--- src/rtl/rso_pkg.sv ---
package rso_pkg;
	localparam int  CLK_PERIOD_NS = 10;
	localparam int  VID_HOLD_US   = 20;
	localparam int  STARTUP_MS    = 5;
	localparam int  VID_HOLD_CYC  = (VID_HOLD_US * 1000 + CLK_PERIOD_NS - 1) / CLK_PERIOD_NS;
	localparam int  STARTUP_CYC   = (STARTUP_MS * 1000000 + CLK_PERIOD_NS - 1) / CLK_PERIOD_NS;
	localparam int  CNT_W         = 20;
	localparam logic [CNT_W-1:0] CNT_ZERO = 20'h00000;
	localparam logic [CNT_W-1:0] CNT_ONE  = 20'h00001;
endpackage : rso_pkg

--- src/rtl/rso_hold_timer.sv ---
`timescale 1ns/100ps
`default_nettype none
// Retriggerable down-counter: busy while start is high and for LOAD cycles after it falls
module rso_hold_timer #(
	parameter logic [19:0] LOAD = 20'h00001
) (
	input  wire logic clk,
	input  wire logic rst,
	input  wire logic start,
	output logic      busy
);
	logic [19:0] count;
	logic [19:0] next_count;

	// Reload while start is active so the hold always counts from the end
	always_comb
	begin
		next_count = count;
		if (start)
			next_count = LOAD;
		else if (count != rso_pkg::CNT_ZERO)
			next_count = count - rso_pkg::CNT_ONE;
	end

	always_ff @(posedge clk)
	begin
		if (rst)
			count <= rso_pkg::CNT_ZERO;
		else
			count <= next_count;
	end

	assign busy = start || (count != rso_pkg::CNT_ZERO);
endmodule : rso_hold_timer
`default_nettype wire

--- src/rtl/rso_regulation_status.sv ---
`timescale 1ns/100ps
`default_nettype none
module rso_regulation_status #(
	parameter int STARTUP_CYCLES = rso_pkg::STARTUP_CYC
) (
	input  wire logic clk,
	input  wire logic rst,
	input  wire logic feedbackBelowUpper,
	input  wire logic feedbackAboveLower,
	input  wire logic shutdown,
	input  wire logic softStart,
	input  wire logic softStop,
	input  wire logic vidTransition,
	input  wire logic transitionDown,
	input  wire logic skipMode,
	input  wire logic slewBlanking,
	output logic      clockEnableDriveLowEn,
	output logic      powerGoodDriveLowEn
);
	typedef enum logic [1:0] {ST_OFF, ST_DELAY, ST_RUN} rso_state_t;
	rso_state_t state;
	rso_state_t next_state;
	logic [22:0] delayCnt;
	logic [22:0] next_delayCnt;
	logic        vidHold;
	logic        upperBlank;
	logic        next_upperBlank;
	logic        inWindow;
	logic        forcedHigh;
	logic        clkEnLow;
	logic        next_clkEnLow;
	logic        pgLow;
	logic        next_pgLow;
	localparam logic [22:0] START_LOAD = 23'(STARTUP_CYCLES);
	localparam logic [19:0] VID_TAIL   = 20'(rso_pkg::VID_HOLD_CYC);
	localparam logic [19:0] TAIL_MAX   = '1;
	logic [19:0] tailCnt;
	logic [19:0] next_tailCnt;

	// Transition plus the 20us tail after it
	rso_hold_timer #(
		.LOAD(20'(rso_pkg::VID_HOLD_CYC))
	) u_vidHold (
		.clk  (clk),
		.rst  (rst),
		.start(vidTransition),
		.busy (vidHold)
	);

	// Upper-threshold blanking latched for a skip-mode downward move
	always_comb
	begin
		next_upperBlank = upperBlank;
		if (skipMode && transitionDown && vidTransition)
			next_upperBlank = 1'b1;
		else if (!slewBlanking && !vidTransition)
			next_upperBlank = 1'b0;
	end

	// Blanking flag register; a set in the same cycle as a clear wins
	always_ff @(posedge clk)
	begin
		if (rst)
			upperBlank <= 1'b0;
		else
			upperBlank <= next_upperBlank;
	end

	assign inWindow   = feedbackAboveLower && (feedbackBelowUpper || upperBlank);
	assign forcedHigh = shutdown || softStart || softStop;

	// Clock-enable drive: forced states take priority over feedback
	always_comb
	begin
		if (forcedHigh)
			next_clkEnLow = 1'b0;
		else if (vidHold)
			next_clkEnLow = 1'b1;
		else
			next_clkEnLow = inWindow;
	end

	// Clock-enable drive register; comes out of reset released
	always_ff @(posedge clk)
	begin
		if (rst)
			clkEnLow <= 1'b0;
		else
			clkEnLow <= next_clkEnLow;
	end

	// Startup delay sequencer; rearmed whenever the output is forced off
	always_comb
	begin
		next_state    = state;
		next_delayCnt = delayCnt;
		next_pgLow    = 1'b1;
		unique case (state)
			ST_OFF:
			begin
				if (clkEnLow && !forcedHigh)
				begin
					next_state    = ST_DELAY;
					next_delayCnt = START_LOAD;
				end
			end
			ST_DELAY:
			begin
				next_delayCnt = delayCnt - 23'h000001;
				if (delayCnt == 23'h000001)
					next_state = ST_RUN;
			end
			ST_RUN:
				next_pgLow = !next_clkEnLow;
			// The fourth code is unused; fall back to the safe off state
			default:
				next_state = ST_OFF;
		endcase
		if (forcedHigh)
			next_state = ST_OFF;
	end

	// Sequencer and power-good registers; registering keeps the enables glitch free
	always_ff @(posedge clk)
	begin
		if (rst)
		begin
			state    <= ST_OFF;
			delayCnt <= 23'h000000;
			pgLow    <= 1'b1;
		end
		else
		begin
			state    <= next_state;
			delayCnt <= next_delayCnt;
			pgLow    <= next_pgLow;
		end
	end

	// Enable high means pull the pin low; low means released to the pull-up
	assign clockEnableDriveLowEn = clkEnLow;
	assign powerGoodDriveLowEn   = pgLow;

	// Checker helper: cycles since the last transition ended, saturating so it never wraps
	always_comb
	begin
		next_tailCnt = tailCnt;
		if (vidTransition)
			next_tailCnt = rso_pkg::CNT_ZERO;
		else if (tailCnt != TAIL_MAX)
			next_tailCnt = tailCnt + rso_pkg::CNT_ONE;
	end

	// Starts saturated so no tail is pending out of reset
	always_ff @(posedge clk)
	begin
		if (rst)
			tailCnt <= TAIL_MAX;
		else
			tailCnt <= next_tailCnt;
	end
endmodule : rso_regulation_status
`default_nettype wire

--- config.mk ---
export PLATFORM = sky130hd
export DESIGN_NAME = rso_regulation_status
export DESIGN_NICKNAME = d
export VERILOG_FILES = /design/src/rtl/rso_pkg.sv /design/src/rtl/rso_hold_timer.sv /design/src/rtl/rso_regulation_status.sv
export SDC_FILE = /design/constraint.sdc
export NUM_CORES = 1
export LEC_CHECK = 0
export BUFFER_PORTS_ARGS = -buffer_cell sky130_fd_sc_hd__buf_2
export CELL_PAD_IN_SITES_DETAIL_PLACEMENT = 1
export CELL_PAD_IN_SITES_GLOBAL_PLACEMENT = 2
export CORE_ASPECT_RATIO = 1.4
export CORE_MARGIN = 5
export CORE_UTILIZATION = 35
export CTS_BUF_LIST = sky130_fd_sc_hd__clkbuf_2 sky130_fd_sc_hd__clkbuf_4 sky130_fd_sc_hd__clkbuf_8
export CTS_CLUSTER_DIAMETER = 40
export CTS_CLUSTER_SIZE = 24
export DETAILED_ROUTE_END_ITERATION = 6
export HOLD_SLACK_MARGIN = 0.1
export MAX_ROUTING_LAYER = met4
export PLACE_DENSITY = 0.8
export SKIP_LAST_GASP = 1
export SYNTH_ARGS = -nofsm -noshare
export SYNTH_HDL_FRONTEND = slang
export SYNTH_SLANG_ARGS = --single-unit
--- constraint.sdc ---
create_clock -name clk -period 1.8 [get_ports clk]
set_input_delay 0.27 -clock clk [delete_from_list [all_inputs] [get_ports clk]]
set_output_delay 0.27 -clock clk [all_outputs]
set_load 0.01 [all_outputs]
==> impl_metrics.env <==
export IMPL_netlist_area_um2=2420
export IMPL_vdd_drop_max_mv=0.309
export IMPL_grt_pass1_vias=2619
export IMPL_path_max_fanout=3
export IMPL_die_w_um=80.2
export IMPL_synth_edff_count=0
export IMPL_start_util=0.363
export IMPL_met3_usage=0.0275
export IMPL_die_y_um=108
export IMPL_power_frac_clock=0.316
export IMPL_grt_remaining_overflow=0
export IMPL_cts_root_buffer="clkbuf_8"
export IMPL_cts_tree="yes"
export IMPL_cp_cell_sequence="or4_4, or3_4, or4_1, a31oi_1"
export IMPL_vias=2495
export IMPL_clkTransAtPathRegs_ns=0.09
export IMPL_nets=368
export IMPL_clock_latency_ns=0.31
export IMPL_syn_nets=296
export IMPL_cts_inserted_buffers=5
export IMPL_max_freq_mhz=481
export IMPL_ys_seq_elements=48
export IMPL_leakage_nw=1.25
export IMPL_comb_power_share=0.179
export IMPL_grt_usage=0.181
export IMPL_finalHoldViolCount=0
export IMPL_finalCritPeriodShare=1.15
export IMPL_clock_skew_ns=0.00771
export IMPL_tightest_slew_ns=0.358
export IMPL_whs_ns=0.225
export IMPL_synth_top_area_share=0.398
export IMPL_avgSynthCellArea_um2=8.60
export IMPL_setup_violations=9
export IMPL_critPathRequiredTime_ns=2.02
export IMPL_rows=35
export IMPL_period_minus_slack_ns=2.08
export IMPL_rsz0062_at_grt="yes"
export IMPL_ant_nets=0
export IMPL_ys_async_sr_fraction=0
export IMPL_cpPeakStageDelay_ns=0.54
export IMPL_synth_warnings=0
export IMPL_worstPathArrival_ns=2.30
export IMPL_numPlacedInstances=423
export IMPL_switchingPower_mw=0.631
export IMPL_grt_pass1_wl_um=12200
export IMPL_cts_sinks=48
export IMPL_p_int_mw=1.61
export IMPL_synthToLayoutAreaGrowth_pct=36.2
export IMPL_post_route_worst_setup_slack_ns=-0.278
export IMPL_hold_buffers=0
export IMPL_placed_area_um2=2950
export IMPL_fin_area_um2=3290
export IMPL_layout_cells_non_filler=446
export IMPL_r2r_start="delayCnt[13]$_SDFFE_PP0P_"
export IMPL_ctsHtreeMaxLevel=2
export IMPL_crit_start="delayCnt[13]$_SDFFE_PP0P_"
export IMPL_viasPerCell=5.59
export IMPL_num_fill_cells=836
export IMPL_dieArea_um2=8690
export IMPL_slew_viol_final=0
export IMPL_synthCells=281
export IMPL_criticalPathCategory="reg2reg"
export IMPL_antenna_found_initial=0
export IMPL_num_io_pins=13
export IMPL_powerDensity_nw_per_um2=681
export IMPL_cp_slowest_cell="or4_4"
export IMPL_synth_top_area_cell="dfxtp_1"
export IMPL_use_met2=0.353
export IMPL_dp_slack_ns=-0.202
export IMPL_pwr_share_seq=0.505
export IMPL_drc=0
export IMPL_grt_max_degree=33
export IMPL_synth_area_leaders="dfxtp_1 40%, a21oi_1 7.2%, or4_1 5.3%, o31ai_1 3.1%, or3_1 3.1%"
export IMPL_power_mw=2.24
export IMPL_outcome="finished, violations left"
export IMPL_antenna_cells=0
export IMPL_slew_limit_headroom=0.761
export IMPL_cp_end_kind="flop"
export IMPL_routedWlPerCell_um=16.5
export IMPL_synth_seq_area_share=0.398
export IMPL_io_buffer_count=12
export IMPL_maxCapViolCount=0
export IMPL_worstHoldStart="rst"
export IMPL_drt_iter0_drc=103
export IMPL_synth_main_ff_cell="dfxtp_1"
export IMPL_coreArea_um2=6660
export IMPL_hp_class="in2reg"
export IMPL_cts_max_path_buffers=2
export IMPL_hpwl_um=5050
export IMPL_swShare=0.282
export IMPL_violations="negative setup slack"
export IMPL_met1_usage=0.181
export IMPL_dr_pass1_iters=4
export IMPL_busiest_layer="met2"
export IMPL_cp_start_kind="flop"
export IMPL_yosysUniqueCellTypes=44
export IMPL_routed_wl_um=7370
export IMPL_place_congestion=0.774
export IMPL_drive_above_1_share=0.353
==> area by class of cell <==
type | count | area (um2) | area share
Timing Repair Buffer | 76 | 557 | 0.169
Clock inverter | 1 | 7.51 | 0.00228
Multi-Input combinational cell | 214 | 1520 | 0.462
Clock buffer | 7 | 90.1 | 0.0274
Inverter | 8 | 32.5 | 0.00988
Sequential cell | 48 | 968 | 0.294
Tap cell | 92 | 115 | 0.0350
==> critical path, delay by kind of cell (launching register included) <==
kind             cells  cell delay (ns)
flip-flops           1             0.33
AO/OA/AOI/OAI        1             0.25
AND/OR/NAND/NOR      3             1.41
==> cells in the mapped netlist, drive strengths merged (3+ instances only) <==
cell type	instances
or4b	4
ha	4
mux2i	4
nor3	12
nor4	6
a31oi	8
nand2b	7
or4	19
nor2	13
nand3	10
o311ai	8
a21oi	35
nand4	7
nand4b	3
o31ai	10
a211o	3
or3	14
o211ai	3
inv	8
o21ai	8
or2	7
nand2	11
dfxtp	48
clkbuf	11
==> sequential cells by signal, summed over array words and instances, names as in the netlist <==
signal                 flops
powerGoodDriveLowEn        1
u_vidHold.count           20
delayCnt                  23
upperBlank                 1
clockEnableDriveLowEn      1
state                      2
==> metrics by stage <==
step,util,setup TNS [ns]
floorplan,-,-0.105
global placement,0.443,-1.22
detailed placement,0.443,-1.81
CTS,0.476,-0.554
global route,0.495,-1.63
finish,0.495,-0.731
==> per-layer routing <==
| layer | wire [um] | up-vias |
|---|---|---|
| met2 | 4220 | 10 |
| met3 | 86 | 9 |
| met4 | 112 | 0 |
| met5 | 0 | - |
| met1 | 2950 | 1232 |
| li1 | - | 1244 |
==> power by group through the flow <==
stage               combinational [mW]  sequential (mW)  clock, mW
floorplan                        0.204             1.15          0
global placement                 0.363             1.15          0
detailed placement               0.373             1.15          0
CTS                              0.380             1.12      0.740
global route                     0.441             1.14      0.778
finish                           0.402             1.13      0.708
==> cell families after synthesis <==
logic type / count (synthesis) / share of synthesized area
mux: 4 / 0.0166
buf+inv: 19 / 0.0295
fa+ha+maj: 4 / 0.0207
compound gates: 85 / 0.224
simple gates: 119 / 0.305
flops: 48 / 0.398
xor+xnor: 2 / 0.00725
==> placed cells by master (no fill, tap or decap), types with 3 or more instances in the layout <==
cell type | synthesis | layout
nor3_2 | 0 | 3
nand4b_1 | 3 | 3
ha_1 | 4 | 3
nand3_1 | 10 | 10
or4_1 | 17 | 15
dfxtp_1 | 48 | 42
or3_1 | 12 | 12
nand2_1 | 11 | 11
a21oi_1 | 35 | 33
o211ai_1 | 3 | 3
buf_4 | 0 | 62
o311ai_0 | 8 | 6
o31ai_1 | 10 | 10
a31oi_1 | 8 | 8
a211o_1 | 3 | 3
nand4_1 | 7 | 7
inv_1 | 8 | 6
nor2_1 | 13 | 12
clkbuf_8 | 0 | 6
or4b_4 | 0 | 4
or2_2 | 7 | 6
buf_2 | 0 | 12
nor4_4 | 0 | 3
mux2i_1 | 4 | 4
or4_4 | 1 | 3
nor3_1 | 12 | 9
dfxtp_2 | 0 | 6
o21ai_0 | 8 | 8
nand2b_1 | 7 | 7
==> path summary, 6_finish.rpt <==
kind	cells past startpoint	slack, ns	to
worst min register to register	2	0.49	upperBlank$_SDFFE_PP0P_
worst max-delay path	4	-0.28	delayCnt[18]$_SDFFE_PP0P_
worst min-delay path	2	0.22	upperBlank$_SDFFE_PP0P_
worst max register to register	4	-0.28	delayCnt[18]$_SDFFE_PP0P_
==> what timing repair did <==
| item | in CTS | in global routing |
|---|---|---|
| resized for setup | 14 | 21 |
| pin swaps | 12 | 14 |
| buffers inserted | 9 | 6 |
| endpoints found under the setup margin | 17 | 28 |
No activity file was read; power rests on OpenSTA's default activity.
